==> src/logic/dmi_defs.svh <==
// Offsets, field positions, reset values and timing counts for the data-move unit
`ifndef DMI_DEFS_SVH
`define DMI_DEFS_SVH
// ==========================
// Register byte offsets
`define DMI_OFF_CMD 8'h00
`define DMI_OFF_ACC 8'h04
`define DMI_OFF_STAT 8'h08
`define DMI_OFF_BANK 8'h0c
`define DMI_OFF_PCHI 8'h10
`define DMI_OFF_PTR0 8'h14
`define DMI_OFF_PTR1 8'h18
// ==========================
// Command word fields
`define DMI_CMD_OP_LSB 0
`define DMI_CMD_OP_MSB 2
`define DMI_CMD_IDX 3
`define DMI_CMD_MODE_LSB 4
`define DMI_CMD_MODE_MSB 5
`define DMI_CMD_REL 6
`define DMI_CMD_K_LSB 8
`define DMI_CMD_K_MSB 15
// ==========================
// Status fields
`define DMI_STAT_ZERO 0
`define DMI_STAT_BUSY 1
// ==========================
// Widths and reset values
`define DMI_BANK_W 6
`define DMI_PCHI_W 7
`define DMI_FILE_W 7
`define DMI_OFFS_W 6
`define DMI_ACC_RST 8'h00
`define DMI_PTR_RST 16'h0000
`define DMI_WIN0 7'h00
`define DMI_WIN1 7'h01
// ==========================
// Timing: memory read data follows the read strobe by this many cycles
`define DMI_MEM_LAT 1
`endif

==> src/logic/dmi_pkg.sv <==
// Types shared by the data-move unit
package dmi_pkg;
  // Operation selected by the command word
  typedef enum logic [2:0] {
    DMI_OP_ILOAD = 3'h0,
    DMI_OP_LIT_BANK = 3'h1,
    DMI_OP_LIT_PCHI = 3'h2,
    DMI_OP_LIT_ACC = 3'h3,
    DMI_OP_STORE = 3'h4
  } dmi_op_t;
  // Pointer update code
  typedef enum logic [1:0] {
    DMI_PRE_INC = 2'h0,
    DMI_PRE_DEC = 2'h1,
    DMI_POST_INC = 2'h2,
    DMI_POST_DEC = 2'h3
  } dmi_mode_t;
  // Bus sequencer states
  typedef enum logic [1:0] {
    DMI_ST_IDLE,
    DMI_ST_EXEC,
    DMI_ST_ACK
  } dmi_state_t;
endpackage : dmi_pkg

==> src/logic/dmi_unit.sv <==
// Data-move instruction unit with an Avalon-MM register port
//
// Function
// - Indirect load copies selected window into accumulator
// - Windows redirect to memory at pointer address
// - Address: pointer, plus one, minus one, plus offset
// - Pointer afterwards: plus one, minus one, unchanged
// - Update code selects pre/post increment/decrement
// - Sixteen-bit pointer wraps modulo full range
// - Bank literal loads six bits, flags untouched
// - Latch literal loads seven bits, flags untouched
// - Accumulator literal loads eight bits, two wait cycles
// - Unused literal bits are taken as zero
// - Store writes accumulator to file register
//
// The register offsets and register access over Avalon-MM were left to the implementer.
`timescale 1ns/1ns
`include "dmi_defs.svh"
module dmi_unit
  import dmi_pkg::*;
#(
  parameter int PTR_W = 16,
  parameter int ADDR_W = 8
) (
  input wire logic i_mclk,
  input wire logic i_rstn,
  // Avalon-MM slave
  input wire logic [ADDR_W-1:0] i_avs_address,
  input wire logic i_avs_read,
  input wire logic i_avs_write,
  input wire logic [31:0] i_avs_writedata,
  input wire logic [3:0] i_avs_byteenable,
  output logic [31:0] o_avs_readdata,
  output logic o_avs_waitrequest,
  // Data memory port
  output logic [PTR_W-1:0] o_mem_addr,
  output logic o_mem_rd,
  output logic o_mem_wr,
  output logic [7:0] o_mem_wdata,
  input wire logic [7:0] i_mem_rdata,
  // Core state seen by the rest of the core
  output logic [7:0] o_acc,
  output logic [`DMI_BANK_W-1:0] o_bank_select_reg,
  output logic [`DMI_PCHI_W-1:0] o_program_counter_high_latch,
  output logic o_zero_flag
);
  // ==========================
  // Reset synchroniser
  logic rst_meta_q; // First stage, read only by the second
  logic rst_n_q; // Synchronised reset, active low

  // Release reset through two flops
  always_ff @(posedge i_mclk or negedge i_rstn) begin
    if (!i_rstn) begin
      rst_meta_q <= 1'b0;
      rst_n_q <= 1'b0;
    end else begin
      rst_meta_q <= 1'b1;
      rst_n_q <= rst_meta_q;
    end
  end

  // ==========================
  // State declarations
  dmi_state_t state_q; // Bus sequencer state
  logic [31:0] cmd_q; // Last command word
  logic [7:0] acc_q; // Accumulator
  logic [`DMI_BANK_W-1:0] bank_q; // Bank select register
  logic [`DMI_PCHI_W-1:0] pchi_q; // Program counter high latch
  logic zero_q; // Zero status flag
  logic [PTR_W-1:0] ptr_q [2]; // Two indirect pointers
  logic [PTR_W-1:0] ptr_next_q; // Pointer value to commit
  logic [PTR_W-1:0] mem_addr_q; // Registered memory address
  logic [31:0] rdata_q; // Registered read data

  // ==========================
  // Register map, byte offsets
  // 0x00 command word, a write runs it
  // 0x04 accumulator, read and write
  // 0x08 status, zero flag in bit 0, read only
  // 0x0c bank select, read only
  // 0x10 program counter high latch, read only
  // 0x14 and 0x18 the two pointers, read and write
  // Other places read as zero and drop writes
  // Byte offsets whose two low bits are ignored

  // ==========================
  // Bus request decode
  logic req; // Any request present
  logic accept; // Request completes this edge
  logic [ADDR_W-1:0] word_addr; // Address with byte bits dropped
  logic hit_cmd; // Command register selected
  logic hit_acc; // Accumulator selected
  logic hit_ptr0; // Pointer 0 selected
  logic hit_ptr1; // Pointer 1 selected
  logic [31:0] wmerge_cmd; // Command after byte lanes
  logic [31:0] wmerge_acc; // Accumulator after byte lanes
  logic [31:0] wmerge_p0; // Pointer 0 after byte lanes
  logic [31:0] wmerge_p1; // Pointer 1 after byte lanes

  // Merge write data into an old word per byte lane
  function automatic logic [31:0] lane_merge(input logic [31:0] old_w,
                                             input logic [31:0] new_w,
                                             input logic [3:0] be);
    logic [31:0] res;
    res = old_w;
    for (int b = 0; b < 4; b++) begin
      if (be[b]) begin
        res[b*8 +: 8] = new_w[b*8 +: 8];
      end
    end
    return res;
  endfunction : lane_merge

  // Handshake: answer only in the acknowledge cycle
  assign req = i_avs_read | i_avs_write;
  assign accept = req && (state_q == DMI_ST_ACK);
  assign o_avs_waitrequest = req && !accept;
  // Register selection on the word address
  assign word_addr = {i_avs_address[ADDR_W-1:2], 2'b00};
  assign hit_cmd = (word_addr == ADDR_W'(`DMI_OFF_CMD));
  assign hit_acc = (word_addr == ADDR_W'(`DMI_OFF_ACC));
  assign hit_ptr0 = (word_addr == ADDR_W'(`DMI_OFF_PTR0));
  assign hit_ptr1 = (word_addr == ADDR_W'(`DMI_OFF_PTR1));
  // Write data merged lane by lane into each target
  assign wmerge_cmd = lane_merge(cmd_q, i_avs_writedata, i_avs_byteenable);
  assign wmerge_acc = lane_merge({24'h000000, acc_q}, i_avs_writedata, i_avs_byteenable);
  assign wmerge_p0 = lane_merge(32'(ptr_q[0]), i_avs_writedata, i_avs_byteenable);
  assign wmerge_p1 = lane_merge(32'(ptr_q[1]), i_avs_writedata, i_avs_byteenable);

  // ==========================
  // Command decode, from the incoming word
  dmi_op_t in_op; // Operation of a new command
  logic in_idx; // Pointer index of a new command
  logic [7:0] in_k; // Literal field of a new command
  logic [PTR_W-1:0] in_ptr; // Selected pointer value
  logic [PTR_W-1:0] ind_addr; // Indirect effective address
  logic [PTR_W-1:0] ind_next; // Indirect pointer after move
  logic [`DMI_FILE_W-1:0] in_file; // File operand of a store
  logic [PTR_W-1:0] store_addr; // Memory address of a store

  // Fields of the word now on the bus
  assign in_op = dmi_op_t'(wmerge_cmd[`DMI_CMD_OP_MSB:`DMI_CMD_OP_LSB]);
  assign in_idx = wmerge_cmd[`DMI_CMD_IDX];
  assign in_k = wmerge_cmd[`DMI_CMD_K_MSB:`DMI_CMD_K_LSB];
  assign in_ptr = ptr_q[in_idx];
  assign in_file = in_k[`DMI_FILE_W-1:0];

  // Pointer arithmetic for the selected window
  dmi_ptr_calc #(
    .PTR_W(PTR_W),
    .OFFS_W(`DMI_OFFS_W)
  ) u_ptr_calc (
    .i_ptr(in_ptr),
    .i_mode(wmerge_cmd[`DMI_CMD_MODE_MSB:`DMI_CMD_MODE_LSB]),
    .i_rel(wmerge_cmd[`DMI_CMD_REL]),
    .i_offs(in_k[`DMI_OFFS_W-1:0]),
    .o_addr(ind_addr),
    .o_next(ind_next)
  );

  // Store address: windows redirect through their pointer
  always_comb begin
    if (in_file == `DMI_WIN0) begin
      store_addr = ptr_q[0];
    end else if (in_file == `DMI_WIN1) begin
      store_addr = ptr_q[1];
    end else begin
      store_addr = PTR_W'({bank_q, in_file});
    end
  end

  // ==========================
  // Latched command fields
  dmi_op_t op_q; // Operation in flight
  logic idx_q; // Pointer index in flight
  logic [7:0] k_q; // Literal in flight

  // Fields of the command in flight
  assign op_q = dmi_op_t'(cmd_q[`DMI_CMD_OP_MSB:`DMI_CMD_OP_LSB]);
  assign idx_q = cmd_q[`DMI_CMD_IDX];
  assign k_q = cmd_q[`DMI_CMD_K_MSB:`DMI_CMD_K_LSB];

  // ==========================
  // Bus sequencer
  // Plain register access: one wait cycle
  //   Request seen in idle, answered in the acknowledge cycle
  //   Read data captured at the idle edge, stands afterwards
  // Command write: two wait cycles
  //   Idle edge latches the word, the address and the new pointer
  //   Execute cycle strobes the memory read of an indirect load
  //   Acknowledge cycle sees the read byte and strobes a store
  //   Acknowledge edge commits accumulator, flag, pointer, literals
  // Memory address holds from execute through acknowledge
  // A held request starts over from idle after each answer
  // Unknown operation codes take the same path and change nothing
  // State register; falls back to idle from any stray code
  always_ff @(posedge i_mclk or negedge rst_n_q) begin
    if (!rst_n_q) begin
      state_q <= DMI_ST_IDLE;
    end else begin
      unique case (state_q)
        DMI_ST_IDLE: begin
          // Command writes run through the execute cycle
          if (i_avs_write && hit_cmd) begin
            state_q <= DMI_ST_EXEC;
          end else if (req) begin
            state_q <= DMI_ST_ACK;
          end
        end
        DMI_ST_EXEC: begin
          // Memory data valid in the following cycle
          state_q <= DMI_ST_ACK;
        end
        DMI_ST_ACK: begin
          state_q <= DMI_ST_IDLE;
        end
        // Unused code returns to idle
        default: begin
          state_q <= DMI_ST_IDLE;
        end
      endcase
    end
  end

  // ==========================
  // Command capture and address setup
  always_ff @(posedge i_mclk or negedge rst_n_q) begin
    if (!rst_n_q) begin
      cmd_q <= 32'h00000000;
      mem_addr_q <= `DMI_PTR_RST;
      ptr_next_q <= `DMI_PTR_RST;
    end else if (state_q == DMI_ST_IDLE && i_avs_write && hit_cmd) begin
      cmd_q <= wmerge_cmd;
      ptr_next_q <= ind_next;
      if (in_op == DMI_OP_STORE) begin
        mem_addr_q <= store_addr;
      end else begin
        mem_addr_q <= ind_addr;
      end
    end
  end

  // ==========================
  // Memory strobes
  // Address straight from its register
  assign o_mem_addr = mem_addr_q;
  // Read strobe only in the execute cycle of an indirect load
  assign o_mem_rd = (state_q == DMI_ST_EXEC) && (op_q == DMI_OP_ILOAD);
  // Write strobe only when a store command is answered, never on a read
  assign o_mem_wr = accept && i_avs_write && hit_cmd && (op_q == DMI_OP_STORE);
  // Store data is the accumulator itself
  assign o_mem_wdata = acc_q;

  // ==========================
  // Command commit qualifier
  logic commit; // Command write completes now
  assign commit = accept && i_avs_write && hit_cmd;

  // ==========================
  // Accumulator
  always_ff @(posedge i_mclk or negedge rst_n_q) begin
    if (!rst_n_q) begin
      acc_q <= `DMI_ACC_RST;
    end else if (commit) begin
      unique case (op_q)
        DMI_OP_ILOAD: acc_q <= i_mem_rdata;
        DMI_OP_LIT_ACC: acc_q <= k_q;
        default: acc_q <= acc_q;
      endcase
    end else if (accept && i_avs_write && hit_acc) begin
      acc_q <= wmerge_acc[7:0];
    end
  end

  // ==========================
  // Zero flag, touched only by indirect load
  always_ff @(posedge i_mclk or negedge rst_n_q) begin
    if (!rst_n_q) begin
      zero_q <= 1'b0;
    end else if (commit && op_q == DMI_OP_ILOAD) begin
      zero_q <= (i_mem_rdata == 8'h00);
    end
  end

  // ==========================
  // Bank select and program latch literals
  always_ff @(posedge i_mclk or negedge rst_n_q) begin
    if (!rst_n_q) begin
      bank_q <= '0;
      pchi_q <= '0;
    end else if (commit) begin
      if (op_q == DMI_OP_LIT_BANK) begin
        bank_q <= k_q[`DMI_BANK_W-1:0];
      end
      if (op_q == DMI_OP_LIT_PCHI) begin
        pchi_q <= k_q[`DMI_PCHI_W-1:0];
      end
    end
  end

  // ==========================
  // Indirect pointers
  always_ff @(posedge i_mclk or negedge rst_n_q) begin
    if (!rst_n_q) begin
      ptr_q[0] <= `DMI_PTR_RST;
      ptr_q[1] <= `DMI_PTR_RST;
    end else if (commit && op_q == DMI_OP_ILOAD) begin
      ptr_q[idx_q] <= ptr_next_q;
    end else if (accept && i_avs_write && hit_ptr0) begin
      ptr_q[0] <= wmerge_p0[PTR_W-1:0];
    end else if (accept && i_avs_write && hit_ptr1) begin
      ptr_q[1] <= wmerge_p1[PTR_W-1:0];
    end
  end

  // ==========================
  // Read data, captured one cycle before the answer
  always_ff @(posedge i_mclk or negedge rst_n_q) begin
    if (!rst_n_q) begin
      rdata_q <= 32'h00000000;
    end else if (state_q == DMI_ST_IDLE && i_avs_read) begin
      unique case (word_addr)
        ADDR_W'(`DMI_OFF_CMD): rdata_q <= cmd_q;
        ADDR_W'(`DMI_OFF_ACC): rdata_q <= {24'h000000, acc_q};
        ADDR_W'(`DMI_OFF_STAT): rdata_q <= {30'h0, 1'b0, zero_q};
        ADDR_W'(`DMI_OFF_BANK): rdata_q <= 32'(bank_q);
        ADDR_W'(`DMI_OFF_PCHI): rdata_q <= 32'(pchi_q);
        ADDR_W'(`DMI_OFF_PTR0): rdata_q <= 32'(ptr_q[0]);
        ADDR_W'(`DMI_OFF_PTR1): rdata_q <= 32'(ptr_q[1]);
        // Unmapped addresses read as zero
        default: rdata_q <= 32'h00000000;
      endcase
    end
  end

  // ==========================
  // Outputs
  assign o_avs_readdata = rdata_q;
  assign o_acc = acc_q;
  assign o_bank_select_reg = bank_q;
  assign o_program_counter_high_latch = pchi_q;
  assign o_zero_flag = zero_q;
endmodule : dmi_unit

==> src/logic/dmi_ptr_calc.sv <==
// Effective address and updated value of one indirect pointer
`timescale 1ns/1ns
`include "dmi_defs.svh"
module dmi_ptr_calc
  import dmi_pkg::*;
#(
  parameter int PTR_W = 16,
  parameter int OFFS_W = `DMI_OFFS_W
) (
  input wire logic [PTR_W-1:0] i_ptr,
  input wire logic [1:0] i_mode,
  input wire logic i_rel,
  input wire logic [OFFS_W-1:0] i_offs,
  output logic [PTR_W-1:0] o_addr,
  output logic [PTR_W-1:0] o_next
);
  // ==========================
  // Neighbours and signed offset
  logic [PTR_W-1:0] plus_one; // Old pointer plus one
  logic [PTR_W-1:0] minus_one; // Old pointer minus one
  logic [PTR_W-1:0] offs_ext; // Offset sign-extended
  logic [PTR_W-1:0] rel_addr; // Pointer plus offset

  // Modular arithmetic, carry out dropped on purpose
  assign plus_one = PTR_W'(i_ptr + 1'b1);
  assign minus_one = PTR_W'(i_ptr - 1'b1);
  assign offs_ext = {{(PTR_W-OFFS_W){i_offs[OFFS_W-1]}}, i_offs};
  assign rel_addr = PTR_W'(i_ptr + offs_ext);

  // ==========================
  // Address and pointer selection
  always_comb begin
    o_addr = i_ptr;
    o_next = i_ptr;
    if (i_rel) begin
      // Relative form leaves the pointer alone
      o_addr = rel_addr;
      o_next = i_ptr;
    end else begin
      unique case (dmi_mode_t'(i_mode))
        DMI_PRE_INC: begin
          o_addr = plus_one;
          o_next = plus_one;
        end
        DMI_PRE_DEC: begin
          o_addr = minus_one;
          o_next = minus_one;
        end
        DMI_POST_INC: begin
          o_addr = i_ptr;
          o_next = plus_one;
        end
        DMI_POST_DEC: begin
          o_addr = i_ptr;
          o_next = minus_one;
        end
      endcase
    end
  end
endmodule : dmi_ptr_calc

==> config.mk <==
export PLATFORM = sky130hd
export DESIGN_NAME = dmi_unit
export DESIGN_NICKNAME = d
export VERILOG_FILES = /design/src/logic/dmi_pkg.sv /design/src/logic/dmi_unit.sv /design/src/logic/dmi_ptr_calc.sv
export VERILOG_INCLUDE_DIRS = /design/src /design/src/logic
export SDC_FILE = /design/constraint.sdc
export NUM_CORES = 1
export LEC_CHECK = 0
export ABC_AREA = 1
export BUFFER_PORTS_ARGS = -buffer_cell sky130_fd_sc_hd__buf_2
export CAP_MARGIN = 10
export CORE_ASPECT_RATIO = 0.8
export CORE_UTILIZATION = 35
export CTS_CLUSTER_SIZE = 10
export DETAILED_ROUTE_END_ITERATION = 16
export GPL_TIMING_DRIVEN = 0
export PLACE_DENSITY_LB_ADDON = 0.25
export REMOVE_ABC_BUFFERS = 1
export SKIP_CTS_REPAIR_TIMING = 1
export SYNTH_ARGS = -nofsm -noshare
export SYNTH_HDL_FRONTEND = slang
export SYNTH_SLANG_ARGS = --single-unit
==> constraint.sdc <==
create_clock -name i_mclk -period 5.7 [get_ports i_mclk]
set_input_delay 0.285 -clock i_mclk [delete_from_list [all_inputs] [get_ports i_mclk]]
set_output_delay 0.285 -clock i_mclk [all_outputs]
set_load 0.05 [all_outputs]
==> impl_summary.md <==
Outcome
The flow ran to the end, and the final reports show no timing, DRC or antenna violations.

Yosys
Counting flops with an async set or reset pin after synthesis yields a share of 1.00. The number of synthesized register bits is 154. During synthesis, Yosys emitted a total of 0 warnings. The XOR/XNOR share of the synthesized area is 0.0113. The portion of synthesized cell area occupied by the leading cell type is 0.383. The compound-gate portion of the synthesized area is 0.169. The synthesized design contains 0 enable-type register cells. The post-synthesis instance area is 10100 µm².

After synthesis, the largest family of logic cells by area is simple AND/OR/NAND/NOR gates. The synthesized instance count is 1429. In the post-synthesis netlist, the biggest area contributors are dfrtp_1 38%, nand2_1 16%, nand3_1 7.4%, nor2_1 4.8%, o21ai_0 4.7%.

The synthesized netlist contains 53 unique library cells. The average footprint of a synthesized cell is 7.04 µm². The proportion of synthesized area in mux cells is 0.0267. Of the total synthesized cell area, the portion taken by full adders, half adders and majority gates is 0.0219. The simple-gate portion of the synthesized area is 0.311. The most used flip-flop cell after synthesis is dfrtp_1. The share of synthesized area occupied by flip-flops and latches is 0.383. The synthesized design spends more area on one cell type than any other, namely dfrtp_1.

STA
Measured against its own limit, the worst slew margin works out to 0.209. Setup repair after global routing left no endpoint under its margin. The number of endpoints failing setup at the final stage is 0.

The smallest clock period supported by the final layout is computed as 4580 ps. Between clock sinks in the finished design, the worst skew comes to 14.0 ps. Across all setup checks in the final design, the least slack found is 1120 ps. Hold timing on the final database bottoms out at a slack of 79.2 ps. The slew of the pin with the lowest slew margin is 1170 ps. The total count of max-transition violations in the final report is 0.

The share of the cycle needed by the critical path after routing is 0.803. The final count of hold timing violations is 0. Derived from the worst setup path, the maximum achievable clock frequency is 218 MHz.

Cells and area
The layout has 2938 filler cells. The number of antenna diodes in the final layout is 0. The library cells used most frequently in the layout, excluding fill and tap cells, are 417 x nand2_1, 153 x dfrtp_1, 148 x nand3_1. The area growth from synthesis to final layout is 16.2%. The library cell used most frequently in the layout, excluding fill and tap cells, is nand2_1.

The net count of the finished layout is 1595. At the end of the flow the core is filled with cells to 0.413. The final cell count without fillers is 1905. Of the cells placed in the final design, the portion with a size suffix greater than 1 is 0.154.

Route
For this run, design rule violations remaining after detail routing come to 0. The detail route stage leaves a number of antenna-violating nets equal to 0. Wires add up to 37.1 mm. The number of vias in the routed layout is 10458. The average via count per standard cell is 5.49. The detailed router finished its first iteration with 1020 violations.

In the final routed layout, each cell accounts on average for 19.5 µm. The length of the first detailed-routing pass in iterations is 6.

Floorplan
The die covers 29400 µm². The overall die width is 192 µm. The total area inside the core boundary comes to 28300 µm². The die extent in y is 154 µm. The initialized floorplan defines 55 standard-cell rows. Pin placement for this block handled 137 I/O pins.

The initial cell density of the core is 0.356.

CTS
The TritonCTS buffer count is 17. The number of H-tree branching levels is 4. Clock-pin slew was measured on the worst setup and hold paths at 70 ps. The clock insertion delay at the later pin of the skew report is 440 ps.

The cell at the root of the clock tree is clkbuf_16. The maximum clock insertion buffer count is 2. The CTS sink count is 154.

The clock tree from TritonCTS is built.

Worst setup path
The endpoint identified for the worst register-to-register timing path is o_mem_addr[8]. The critical path is of the reg -> reg type. Along the worst path, the maximum fanout reaches 31. Setup slack on the worst reg-to-reg path comes out at 1120 ps. STA puts the critical path data required time at 6060 ps. Among the stages of the critical path, the cell type that occurs most often is nand2_1. The origin of the worst setup path is cmd_q[3]. On the critical path, the stage with the largest delay is an instance of dfrtp_1. The largest single stage delay on the critical path is 970 ps. The nature of the critical path endpoint is a flip-flop. The critical path goes through nand2_2, nand2_2, nand2_1, o21ai_1, ha_1, inv_1, fa_1, inv_1, nand2_1, nand2_1, nand2_1, nand2_1, nand2_1, nand2_1, nand2_1, nand2_1, nand2_1, a21oi_1. The startpoint kind of the worst setup timing path is a flip-flop. The critical path ends at o_mem_addr[8]. The data arrival time of the critical path is 4940 ps. Measured in cells, the most critical reg-to-reg path has a length of 18.

The source of the worst register-to-register timing path is cmd_q[3].

Global routing
The pin count of the biggest net entering global routing is 54. The via count of the first global-routing pass came to 9478. Across every metal layer, demand over resource in global routing totals 0.253. The initial antenna violation count was 0. Global routing finished with a remaining overflow of 0. The first global-routing pass estimated 56.6 mm of wire.

Place
Once placement completed, the tool counted placed cells totaling 1870. The HPWL after detailed placement is 27.6 mm. The worst slack after detailed placement is 1240 ps. The count of input and output buffers is 134. The final RePlAce weighted congestion is 0.924.

Pwr
Dividing total power by cell area gives a power density of 297 nW/µm². The static power due to leakage is 6.00 nW. IR analysis of the VDD net gives a maximum drop of 0.171 mV.

The sum of internal, switching and leakage power is 3.47 mW.

Hold path
The worst hold path belongs to the class in -> reg.

Job
The number of max-capacitance violations reported is 0.
==> power breakdown <==
group,switching (mW),internal [mW],total [mW]
sequential,0.0823,1.18,1.26
clock,0.553,0.672,1.23
combinational,0.713,0.269,0.983
total,1.35,2.12,3.47
==> layout make-up <==
class	instances	area, µm²	share of cell area
inverters	121	457	0.0391
well taps	370	463	0.0396
flip-flops and latches	154	3860	0.330
clock inverters	15	208	0.0178
clock buffers	17	425	0.0364
repair buffers	144	828	0.0708
multi-input cells	1084	5460	0.467
==> per-stage QoR <==
step	setup TNS (ps)	cell area [µm²]
floorplan	0	9750
global placement	-262230	10900
detailed placement	0	11000
CTS	0	11700
global route	0	11700
finish	0	11700
==> routing by layer <==
metal	share of wire	up-vias	GRT usage	wire (µm)
met3	0.097	59	0.0623	3600
li1	-	4977	-	-
met1	0.47	4921	0.371	17300
met2	0.41	501	0.366	15400
met4	0.022	0	0.0688	800
met5	0	-	0	0
==> worst min path at each step <==
| stage | from | to | slack (ps) | depth (start not counted) |
|---|---|---|---|---|
| floorplan | i_rstn | rst_meta_q | -10 | 0 |
| global placement | i_rstn | rst_n_q | 70 | 1 |
| detailed placement | i_rstn | rst_meta_q | 70 | 1 |
| CTS | i_rstn | rst_n_q | -390 | 1 |
| global route | i_avs_writedata[17] | cmd_q[17] | 70 | 2 |
| finish | i_avs_writedata[30] | cmd_q[30] | 80 | 2 |
==> Yosys cell counts (18+ instances only) <==
cell and n:
o22ai_1 20, clkbuf_1 46, inv_1 108, nor2_1 129
nand3_1 148, a31oi_1 30, nand2_1 417, dfrtp_1 154
mux2_2 23, o21ai_1 18, o21ai_0 94, o211ai_1 18
a21oi_1 67
==> critical path, delay by kind of cell, from the launching register on <==
| family | cells | cell delay, ps |
|---|---|---|
| and+or+nand+nor | 12 | 2040 |
| DFF | 1 | 970 |
| adders and majority gates | 2 | 710 |
| AOI/OAI and AO/OA | 2 | 560 |
| buffers and inverters | 2 | 210 |
==> cell families after synthesis <==
kind of cell    count (synthesis)
compound gates                286
fa+ha+maj                      17
flops                         154
mux                            24
other cells                     1
xor+xnor                       13
simple gates                  743
buf+inv                       191
No activity file was read; power rests on OpenSTA's default activity.
